**config.mk**
```make
export PLATFORM = sky130hd
export DESIGN_NAME = flash_strobe_sequencer
export DESIGN_NICKNAME = d
export VERILOG_FILES = /design/src/common/flash_pkg.sv /design/src/rtl/flash_strobe_sequencer.sv /design/src/rtl/line_down_counter.sv
export SDC_FILE = /design/constraint.sdc
export NUM_CORES = 1
export LEC_CHECK = 0
export BUFFER_PORTS_ARGS = -buffer_cell sky130_fd_sc_hd__buf_2
export CORE_MARGIN = 5
export CORE_UTILIZATION = 45
export DETAILED_ROUTE_END_ITERATION = 10
export MAX_ROUTING_LAYER = met4
export PLACE_DENSITY = 0.67
export SLEW_MARGIN = 20
export SYNTH_ARGS = -nofsm -noshare
export SYNTH_HDL_FRONTEND = slang
export SYNTH_SLANG_ARGS = --single-unit
```
**constraint.sdc**
```tcl
create_clock -name core_clk_i -period 2.9 [get_ports core_clk_i]
set_input_delay 0.29 -clock core_clk_i [delete_from_list [all_inputs] [get_ports core_clk_i]]
set_output_delay 0.29 -clock core_clk_i [all_outputs]
set_load 0.005 [all_outputs]
```
**src/common/flash_pkg.sv**
```systemverilog
package flash_pkg;

    // ----------------------------------------------------------------
    // Register map (byte addresses)
    // ----------------------------------------------------------------
    localparam logic [7:0] CTRL_OFS   = 8'h00;
    localparam logic [7:0] CFG_OFS    = 8'h04;
    localparam logic [7:0] GEOM_OFS   = 8'h08;
    localparam logic [7:0] FRAMES_OFS = 8'h0C;
    localparam logic [7:0] STATUS_OFS = 8'h10;

    // camera_control_reg bit positions
    localparam int RUN_BIT  = 0;
    localparam int XE_BIT   = 1;
    localparam int LED_BIT  = 2;
    localparam int FAST_BIT = 3;

    // Flash configuration fields
    localparam int FIRST_LSB  = 0;
    localparam int NUM_LSB    = 4;
    localparam int DELAY_LSB  = 8;
    localparam int LENGTH_LSB = 16;
    localparam int PHYS_LSB   = 0;
    localparam int DUMMY_LSB  = 16;

    // Reset values
    localparam logic [3:0]  CTRL_RST  = 4'h0;
    localparam logic [23:0] CFG_RST   = 24'h00_00_10;
    localparam logic [11:0] PHYS_RST  = 12'h400;
    localparam logic [11:0] DUMMY_RST = 12'h010;
    localparam logic [7:0]  NFR_RST   = 8'h00;

    // Flash frame count that means "every frame" / "forever"
    localparam logic [3:0] NUM_ALWAYS = 4'hF;

    // APB request bundle from the master
    typedef struct packed {
        logic        psel;
        logic        penable;
        logic        pwrite;
        logic [7:0]  paddr;
        logic [31:0] pwdata;
    } apb_req_t;

    // Xenon sequence states
    typedef enum logic [2:0] {
        X_IDLE  = 3'b000,
        X_RESET = 3'b001,
        X_DUMMY = 3'b010,
        X_READ  = 3'b011,
        X_DONE  = 3'b100
    } xe_state_t;

    // State of the sequencer top, apart from the line, delay and length counters
    typedef struct packed {
        logic [3:0]  ctrl;
        logic [23:0] cfg;
        logic [11:0] phys;
        logic [11:0] dummy;
        logic [7:0]  nfr;
        xe_state_t   xs;
        logic [3:0]  frame_idx;
        logic [3:0]  fired;
        logic [7:0]  taken;
        logic        fire;
        logic        rec_b;
        logic        led_on;
        logic [3:0]  led_cnt;
        logic        led_prev;
        logic        line_rst;
        logic        strobe;
        logic [31:0] prdata;
        logic        pready;
        logic        pslverr;
    } flash_state_t;

endpackage : flash_pkg

```
**src/rtl/flash_strobe_sequencer.sv**
```systemverilog
module flash_strobe_sequencer (
    // Clock and reset
    input  wire logic              core_clk_i,
    input  wire logic              rst_n_i,
    // APB slave
    input  wire flash_pkg::apb_req_t apb_i,
    output logic [31:0]            prdata_o,
    output logic                   pready_o,
    output logic                   pslverr_o,
    // Readout sequencer events
    input  wire logic              line_tick_i,
    input  wire logic              frame_start_i,
    input  wire logic              record_change_i,
    input  wire logic              snapshot_mode_i,
    input  wire logic              last_line_reset_i,
    // Outputs
    output logic                   flash_strobe_o,
    output logic                   record_b_o,
    output logic                   line_reset_o
);

    flash_pkg::flash_state_t st;
    flash_pkg::flash_state_t next_st;

    // Field views
    logic              run;
    logic              xenon_flash_enable;
    logic              led_flash_enable;
    logic              fast_reset;
    logic [3:0]        first_frame;
    logic [3:0]        flash_num;
    logic [7:0]        flash_delay;
    logic [7:0]        flash_length;
    assign run                = st.ctrl[flash_pkg::RUN_BIT];
    assign xenon_flash_enable = st.ctrl[flash_pkg::XE_BIT];
    assign led_flash_enable   = st.ctrl[flash_pkg::LED_BIT];
    assign fast_reset         = st.ctrl[flash_pkg::FAST_BIT];
    assign first_frame        = st.cfg[flash_pkg::FIRST_LSB +: 4];
    assign flash_num          = st.cfg[flash_pkg::NUM_LSB +: 4];
    assign flash_delay        = st.cfg[flash_pkg::DELAY_LSB +: 8];
    assign flash_length       = st.cfg[flash_pkg::LENGTH_LSB +: 8];

    // Counter controls, sequence conditions and APB decodes
    logic              line_load;
    logic [11:0]       line_val;
    logic              line_step;
    logic              line_zero;
    logic              dly_zero;
    logic              len_zero;
    logic              timer_load;
    logic              dly_step;
    logic              len_step;
    logic              x_on;
    logic              enter_dummy;
    logic              xe_go;
    logic              led_restart;
    logic              setup;
    logic              wr;

    // ----------------------------------------------------------------
    // Line, delay and length counters
    // ----------------------------------------------------------------
    line_down_counter #(.W(12)) u_lines (
        .core_clk_i (core_clk_i),
        .rst_n_i    (rst_n_i),
        .load_i     (line_load),
        .load_val_i (line_val),
        .step_i     (line_step),
        .count_o    (),
        .zero_o     (line_zero)
    );

    line_down_counter #(.W(8)) u_delay (
        .core_clk_i (core_clk_i),
        .rst_n_i    (rst_n_i),
        .load_i     (timer_load),
        .load_val_i (flash_delay),
        .step_i     (dly_step),
        .count_o    (),
        .zero_o     (dly_zero)
    );

    line_down_counter #(.W(8)) u_length (
        .core_clk_i (core_clk_i),
        .rst_n_i    (rst_n_i),
        .load_i     (timer_load),
        .load_val_i (flash_length),
        .step_i     (len_step),
        .count_o    (),
        .zero_o     (len_zero)
    );

    // ----------------------------------------------------------------
    // Next-state logic
    // ----------------------------------------------------------------
    always_comb begin
        next_st     = st;
        setup       = apb_i.psel && !apb_i.penable;
        wr          = apb_i.psel && apb_i.penable && st.pready && apb_i.pwrite;
        xe_go       = run && xenon_flash_enable;
        line_load   = 1'b0;
        line_val    = st.dummy;
        line_step   = 1'b0;
        timer_load  = 1'b0;
        enter_dummy = 1'b0;
        x_on        = (st.xs == flash_pkg::X_DUMMY) && st.fire && dly_zero && !len_zero;
        // Both timers tick on line time only, so the dummy gap is never accelerated
        dly_step    = (st.xs == flash_pkg::X_DUMMY) && line_tick_i;
        len_step    = dly_step && dly_zero;

        // Register writes; the access phase is always one cycle
        if (wr) begin
            unique case (apb_i.paddr)
                flash_pkg::CTRL_OFS:   next_st.ctrl  = apb_i.pwdata[3:0];
                flash_pkg::CFG_OFS:    next_st.cfg   = apb_i.pwdata[23:0];
                flash_pkg::GEOM_OFS: begin
                    next_st.phys  = apb_i.pwdata[flash_pkg::PHYS_LSB +: 12];
                    next_st.dummy = apb_i.pwdata[flash_pkg::DUMMY_LSB +: 12];
                end
                flash_pkg::FRAMES_OFS: next_st.nfr   = apb_i.pwdata[7:0];
                default: ;
            endcase
        end

        // Read data and error are prepared in setup, shown in access
        next_st.pready  = setup;
        next_st.pslverr = 1'b0;
        next_st.prdata  = '0;
        if (setup) begin
            unique case (apb_i.paddr)
                flash_pkg::CTRL_OFS:   next_st.prdata = {28'h0, st.ctrl};
                flash_pkg::CFG_OFS:    next_st.prdata = {8'h0, st.cfg};
                flash_pkg::GEOM_OFS:   next_st.prdata = {4'h0, st.dummy, 4'h0, st.phys};
                flash_pkg::FRAMES_OFS: next_st.prdata = {24'h0, st.nfr};
                flash_pkg::STATUS_OFS: next_st.prdata = {8'h0, st.taken, st.fired,
                                           st.frame_idx, 1'b0, st.xs, st.rec_b,
                                           st.led_on, st.fire, st.strobe};
                default:               next_st.pslverr = 1'b1;
            endcase
        end

        // Xenon sequence
        unique case (st.xs)
            flash_pkg::X_IDLE: begin
                if (xe_go && snapshot_mode_i) begin
                    next_st.xs        = flash_pkg::X_RESET;
                    next_st.frame_idx = 4'h0;
                    next_st.fired     = 4'h0;
                    next_st.taken     = 8'h00;
                    line_load         = 1'b1;
                    line_val          = st.phys;
                end
            end
            flash_pkg::X_RESET: begin
                line_step = !line_zero && (fast_reset || line_tick_i);
                if (line_zero) begin
                    enter_dummy = 1'b1;
                end
            end
            flash_pkg::X_DUMMY: begin
                line_step = line_tick_i;
                if (line_zero) begin
                    next_st.fire  = 1'b0;
                    next_st.taken = st.taken + 8'h01;
                    if (st.frame_idx != 4'hF) begin
                        next_st.frame_idx = st.frame_idx + 4'h1;
                    end
                    // stop after programmed frames; zero means no limit
                    if (st.nfr != 8'h00 && st.taken + 8'h01 >= st.nfr) begin
                        next_st.xs = flash_pkg::X_DONE;
                    end else begin
                        next_st.xs = flash_pkg::X_READ;
                    end
                end
            end
            flash_pkg::X_READ: begin
                if (last_line_reset_i) begin
                    enter_dummy = 1'b1;
                end
            end
            flash_pkg::X_DONE: ;
            default: next_st.xs = flash_pkg::X_IDLE;
        endcase

        // Dummy period set-up: timers and the per-frame fire decision
        if (enter_dummy) begin
            next_st.xs = flash_pkg::X_DUMMY;
            line_load  = 1'b1;
            line_val   = st.dummy;
            timer_load = 1'b1;
            next_st.fire = (st.frame_idx >= first_frame) &&
                           (flash_num == flash_pkg::NUM_ALWAYS || st.fired < flash_num);
            if (next_st.fire && st.fired != 4'hF) begin
                next_st.fired = st.fired + 4'h1;
            end
        end

        // enable or run cleared aborts the sequence
        if (!xe_go) begin
            next_st.xs   = flash_pkg::X_IDLE;
            next_st.fire = 1'b0;
        end

        // record B at trigger, held for the sequence
        if (x_on && xe_go) begin
            next_st.rec_b = 1'b1;
        end else if (next_st.xs == flash_pkg::X_IDLE) begin
            next_st.rec_b = 1'b0;
        end

        // LED restart on run-and-enable rising, so a late run still lights it
        next_st.led_prev = run && led_flash_enable;
        led_restart      = (run && led_flash_enable && !st.led_prev) || record_change_i;
        if (!(run && led_flash_enable)) begin
            next_st.led_on = 1'b0;
        end else if (led_restart) begin
            next_st.led_on  = 1'b1;
            next_st.led_cnt = 4'h0;
        end else if (st.led_on && frame_start_i && flash_num != flash_pkg::NUM_ALWAYS) begin
            next_st.led_cnt = st.led_cnt + 4'h1;
            if (st.led_cnt + 4'h1 >= flash_num) begin
                next_st.led_on = 1'b0;
            end
        end

        // clocked strobe from both sources; one cycle after the counters
        next_st.strobe   = (x_on && xe_go) || next_st.led_on;
        next_st.line_rst = line_step && (st.xs == flash_pkg::X_RESET);
    end

    // ----------------------------------------------------------------
    // State register
    // ----------------------------------------------------------------
    always_ff @(posedge core_clk_i or negedge rst_n_i) begin
        if (!rst_n_i) begin
            st       <= '0;
            st.ctrl  <= flash_pkg::CTRL_RST;
            st.cfg   <= flash_pkg::CFG_RST;
            st.phys  <= flash_pkg::PHYS_RST;
            st.dummy <= flash_pkg::DUMMY_RST;
            st.nfr   <= flash_pkg::NFR_RST;
            st.xs    <= flash_pkg::X_IDLE;
        end else begin
            st <= next_st;
        end
    end

    // Outputs straight from flops
    assign prdata_o       = st.prdata;
    assign pready_o       = st.pready;
    assign pslverr_o      = st.pslverr;
    assign flash_strobe_o = st.strobe;
    assign record_b_o     = st.rec_b;
    assign line_reset_o   = st.line_rst;
endmodule : flash_strobe_sequencer

```
**src/rtl/line_down_counter.sv**
```systemverilog
// Loadable down counter that stops at zero; load wins over step
module line_down_counter #(
    parameter int W = 12
) (
    // Clock and reset
    input  wire logic         core_clk_i,
    input  wire logic         rst_n_i,
    // Control
    input  wire logic         load_i,
    input  wire logic [W-1:0] load_val_i,
    input  wire logic         step_i,
    // State
    output logic [W-1:0]      count_o,
    output logic              zero_o
);

    logic [W-1:0] next_count;

    // Next count
    always_comb begin
        next_count = count_o;
        if (load_i) begin
            next_count = load_val_i;
        end else if (step_i && count_o != '0) begin
            next_count = count_o - W'(1);
        end
    end

    // Count register
    always_ff @(posedge core_clk_i or negedge rst_n_i) begin
        if (!rst_n_i) begin
            count_o <= '0;
        end else begin
            count_o <= next_count;
        end
    end

    assign zero_o = (count_o == '0);

endmodule : line_down_counter

```
Yosys cells after proc, flatten, opt, wreduce, memory -nomap -nowiden

Cells that the tools add are included.

Add/sub/neg operators: 7
$lt $le $gt $ge: 4
Equal/unequal tests: 17
Multiplexer cells: 43
Reductions and logical operators: 58

Operator list:

| operator                                                             | number |
|---|---|
| 28-bit one-hot mux with 5 select lines                               | 1 |
| 12-bit 2-to-1 mux                                                    | 5 |
| 8-bit 2-to-1 mux                                                     | 4 |
| 28-bit 2-to-1 mux                                                    | 1 |
| 1-bit logical AND                                                    | 24 |
| 8-bit zero test                                                      | 3 |
| 8-bit nonzero test                                                   | 3 |
| 19-bit 2-to-1 mux                                                    | 1 |
| 8-bit by 4-bit == test with 1-bit output, second input constant      | 2 |
| 4-bit 2-to-1 mux                                                     | 4 |
| 8-bit one-hot mux with 2 select lines                                | 1 |
| 8-bit by 1-bit subtractor with 8-bit output, second input constant   | 2 |
| 1-bit 2-to-1 mux                                                     | 15 |
| 4-bit by 1-bit adder with 4-bit output, second input constant        | 3 |
| 12-bit zero test                                                     | 1 |
| 4-bit inequality test, second input constant                         | 3 |
| 2-bit AND reduction                                                  | 6 |
| 12-bit nonzero test                                                  | 1 |
| 2-bit nonzero test                                                   | 6 |
| 12-bit by 1-bit subtractor with 12-bit output, second input constant | 1 |
| 5-bit 2-to-1 mux                                                     | 2 |
| 3-bit 2-to-1 mux                                                     | 3 |
| 9-bit 2-to-1 mux                                                     | 1 |
| 3-bit one-hot mux with 3 select lines                                | 1 |
| other kinds (24)                                                     | 35 |

Bits in registers: 151
Input port bits: 50
Output and inout port bits: 37
Word-level logic and storage cells: 151

Depth between registers and ports, before layout

Depth in word-level cells: 11
Depth in mapped cells: 10
Mapped depth without buffers: 10

By module

Synthesis repeated with hierarchy kept, for this count alone.

Cell total of the unflattened synthesis: 774
Area, all modules: 7,847.5 um^2

By module, submodules not included:

| module                        | instances | cells an instance | area each (um^2) | sequential area each (um^2) |
|---|---|---|---|---|
| flash_strobe_sequencer        | 1         | 552               | 5,918.2          | 2,981.6 |
| line_down_counter at u_lines  | 1         | 96                | 825.8            | 300.3 |
| line_down_counter at u_length | 1         | 68                | 575.6            | 200.2 |
| line_down_counter at u_delay  | 1         | 58                | 528.0            | 200.2 |

Worst setup path before layout

OpenSTA, ideal clock, no wires.

Path type: flip-flop to flip-flop
From: register st[44] (netlist bit)
To: register st[62] (netlist bit)
Data arrival time: 2,337 ps
Required time: 2,817 ps
Path slack: 481 ps
Stages on the path, launching flop included: 10
Buffers on the path: 0
Path through: dfrtp_1 and3_1 and3_1 and3_1 xor2_1 ha_1 nand4_1 o31a_1 or4_1 o21ai_0

RTL lines:

| item                     | RTL line                      | RTL |
|---|---|---|
| start: declaration       | flash_strobe_sequencer.sv:22  | `flash_pkg::flash_state_t st;` |
| start signal: assignment | flash_strobe_sequencer.sv:244 | `st <= next_st;` |

Worst setup path after layout

From: register st[44] (netlist bit)
To: register st, in the netlist record_b_o

Word-level cells in the longest chain between the ends: 10

Ends and longest elaborated chain:

| item                                   | RTL line                      | RTL |
|---|---|---|
| 8-bit by 1-bit adder with 8-bit output | flash_strobe_sequencer.sv:169 | `if (st.nfr != 8'h00 && st.taken + 8'h01 >= st.nfr) begin` |
| 8-bit greater-or-equal comparator      | flash_strobe_sequencer.sv:169 |  |
| 1-bit logical AND                      | flash_strobe_sequencer.sv:169 |  |
| 3-bit 2-to-1 mux                       | flash_strobe_sequencer.sv:169 |  |
| 7-bit 2-to-1 mux                       | flash_strobe_sequencer.sv:162 | `if (line_zero) begin` |
| 3-bit one-hot mux with 3 select lines  | flash_strobe_sequencer.sv:143 | `unique case (st.xs)` |
| 3-bit 2-to-1 mux                       | flash_strobe_sequencer.sv:186 | `if (enter_dummy) begin` |
| 3-bit 2-to-1 mux                       | flash_strobe_sequencer.sv:199 | `if (!xe_go) begin` |
| 3-bit zero test                        | flash_strobe_sequencer.sv:207 | `end else if (next_st.xs == flash_pkg::X_IDLE) begin` |
| 2-bit nonzero test (no line)           | --                            |  |

Every way passes these cells. The select of a mux whose other input is x is not followed.
A chain may end at the register's enable or synchronous reset.

==> flow_metrics.py <==
metrics = {
    "drt": {
        "drtIter0Drc": 523,
        "drt_drc_violations_left": 0,
        "postRouteAntennaNets": 0,
        "wire_per_inst_um": 20.0,
        "wirelength_um": 20000,
        "num_vias": 5757,
        "drt_first_pass_iters": 6,
        "vias_per_cell": 5.76,
    },
    "logic_synthesis": {
        "synth_area_leaders": "dfrtp_1, mux2_2, ha_1",
        "yosysSeqAreaShare": 0.485,
        "synth_top_area_frac": 0.475,
        "yosysTopAreaCell": "dfrtp_1",
        "synth_edf_count": 0,
        "synth_cells": 711,
        "yosys.area_share.simple": 0.153,
        "avgSynthCellArea_um2": 10.7,
        "synth-seq-cells": 147,
        "postSynth.asyncResetShare": 1.00,
        "ys.flop_type": "dfrtp_1",
        "synth_mux_area_frac": 0.0945,
        "synth_xor_area_frac": 0.0289,
        "synth_top_family_by_area": "simple AND/OR/NAND/NOR gates",
        "synth_most_common_cell": "dfrtp_1",
        "synthDistinctLibCells": 69,
        "synth_commonest_cells": "dfrtp_1, nand2_1, nor2_1",
        "ys_warn_count": 0,
        "synth-compound-area-share": 0.128,
        "synth_area_um2": 7590,
        "synthAdderAreaFrac": 0.0445,
    },
    "setup_path": {
        "path_cells": "and3_1 > and3_1 > and3_1 > xor2_1 > ha_1 > nand4_1 > o31a_1 > nor4_1 > o211ai_1",
        "start_kind": "flip-flop",
        "max_stage_delay_ns": 0.45,
        "crit_path_frequent_cell": "and3_1",
        "crit_path_top_delay_cell": "dfrtp_1",
        "crit_buf_inv": 0,
        "critical_path.top_delay_family": "simple AND/OR/NAND/NOR gates",
        "crit_path_end_kind": "flip-flop",
        "required_ns": 3.20,
        "critPathMaxFanout": 7,
        "worstSetupPathType": "reg2reg",
        "crit_arrival_ns": 2.91,
    },
    "die": {
        "die-area_um2": 19600,
        "die_x_um": 140,
        "row_count": 47,
        "start_util": 0.458,
        "io-pin-count": 87,
        "core_um2": 16600,
        "die_h_um": 140,
    },
    "pwr": {
        "switchingPower_mw": 1.01,
        "power.share.clock": 0.488,
        "p_comb_frac": 0.026,
        "sw_frac_of_total": 0.238,
        "p_leak_nw": 4.14,
        "p_seq_frac": 0.486,
        "powerDensity_nw_per_um2": 492,
        "p_int_mw": 3.23,
        "worst_ir_drop_vdd_mv": 0.415,
    },
    "clocking": {
        "cts_buffer_depth": 2,
        "clkLatencyLatePin_ns": 0.43,
        "cts_buffers": 17,
        "cts.sinks": 147,
        "cts_tree": "yes",
        "clockRootBuffer": "clkbuf_16",
        "clk_pin_slew_ns": 0.07,
        "ctsHtreeMaxLevel": 4,
    },
    "cells_and_area": {
        "nets": 844,
        "fin_util": 0.520,
        "insertedDiodeCount": 0,
        "fillers": 1494,
        "drive_gt1_frac": 0.240,
        "syn_to_final_growth_pct": 13.7,
        "postLayoutCellArea_um2": 8630,
    },
    "sta": {
        "hold_slack_ns": 0.0735,
        "max_slew_margin": 0.460,
        "clock.fmax_mhz": 383,
        "drv_slew": 0,
        "hold_viol": 0,
        "setup-tns-final_ns": 0,
        "min_period_over_period": 0.900,
        "period_minus_slack_ns": 2.61,
        "skew_ns": 0.0177,
        "setup_viol": 0,
        "worst_pin_slew_ns": 0.806,
        "rsz0062_at_grt": "no",
    },
    "grt": {
        "grt-ovfl-total": 0,
        "grt_pass1_wl_um": 31500,
        "first_global_vias": 5847,
        "track_usage": 0.211,
        "antenna_found_initial": 0,
        "grt_max_degree": 80,
    },
    "worst_hold_path": {
        "hold_path_class": "in2reg",
    },
    "placement": {
        "port_buffers": 78,
        "dpl_cell_area_um2": 8060,
        "globalplace.congestion": 0.879,
        "dp_hpwl_um": 14400,
    },
    "flow_run": {
        "maxCapViolations": 0,
    },
    "outcome": {
        "outcome": "finished, final reports clean",
    },
}
-- area by class of cell --
cell class                      count  area, µm²  share of cell area
Tap cell                          220        275              0.0319
Clock buffer                       18        439              0.0509
Clock inverter                     14        124              0.0144
Sequential cell                   147       3680               0.427
Inverter                           29        109              0.0126
Timing Repair Buffer               96        572              0.0663
Multi-Input combinational cell    476       3430               0.397
-- registers in the layout (all words and copies together), names as in the netlist, 8 cells and up --
name / cells
flash_length: 8
st: 59
u_lines.count_o: 12
u_delay.count_o: 8
flash_delay: 8
u_length.count_o: 8
prdata_o: 28
-- cell usage in the layout (no fill, tap or decap), drive strengths merged, types with 5 or more instances in the layout --
cell type,count
o31ai,6
xor2,9
nand2,63
a21o,11
a21oi,22
nor2,49
dfrtp,144
ha,27
nor3,9
nand3,26
clkbuf,18
buf,95
nor3b,5
nand4,13
and3,13
a222oi,20
xnor2,16
clkinv,5
nand2b,10
and2,6
mux2,61
a22oi,9
inv,34
a211oi,7
o21ai,37
o211ai,9
-- power groups by stage --
stage               clock network (mW)  logic (mW)  registers, mW
floorplan                            0      0.0212           2.10
global placement                     0       0.109           2.10
detailed placement                   0       0.114           2.10
CTS                               2.11       0.116           2.06
global route                      2.21       0.128           2.06
finish                            2.07       0.112           2.06
-- metrics by stage --
stage | power, mW | cells | worst slack [ns]
6_report | 4.24 | 1000 | 0.290
5_1_grt | 4.40 | 1000 | 0.179
4_1_cts | 4.28 | 1000 | 0.311
3_5_place_dp | 2.21 | 967 | 0.338
3_3_place_gp | 2.21 | 967 | 0.379
2_1_floorplan | 2.12 | 714 | 0.481
-- cells by family after synthesis --
group,after synthesis
flip-flops,147
AND/OR/NAND/NOR,218
buffers and inverters,91
AO/OA/AOI/OAI,138
multiplexers,64
XOR/XNOR,25
other,1
adder cells (fa/ha/maj),27
-- per-layer routing --
metal  share of wire  vias up  track usage  wire length (µm)
met5               0        -            -                 0
li1                -     2673            -                 -
met3           0.058       22       0.0370              1150
met4           0.016        0       0.0709               323
met1            0.43     2862        0.271              8660
met2            0.49      200        0.342              9840
-- worst reg2reg max path, stage by stage (launching register included) --
cell and delay, ns:
dfrtp_1 0.45, and3_1 0.22, and3_1 0.19, and3_1 0.18
xor2_1 0.15, ha_1 0.30, nand4_1 0.08, o31a_1 0.33
nor4_1 0.42, o211ai_1 0.15
-- repair_timing --
| item | 4_1_cts | 5_1_grt |
|---|---|---|
| resized for setup | 0 | 0 |
| hold buffers | 1 | 0 |
| endpoints found under the hold margin | 76 | 0 |
| buffers inserted | 0 | 0 |
-- final timing paths --
kind / from / endpoint / slack (ns) / cells after the start
max: st[44] / record_b_o / 0.29 / 9
min: apb_i[12] / flash_delay[4] / 0.07 / 2
max reg2reg: st[44] / record_b_o / 0.29 / 9
min reg2reg: flash_length[5] / u_length.count_o[5] / 0.51 / 2
max in group asynchronous: rst_n_i / flash_num[0] / 1.63 / 3
min in group asynchronous: rst_n_i / st[76] / 0.48 / 2
No activity file was read; power rests on OpenSTA's default activity.
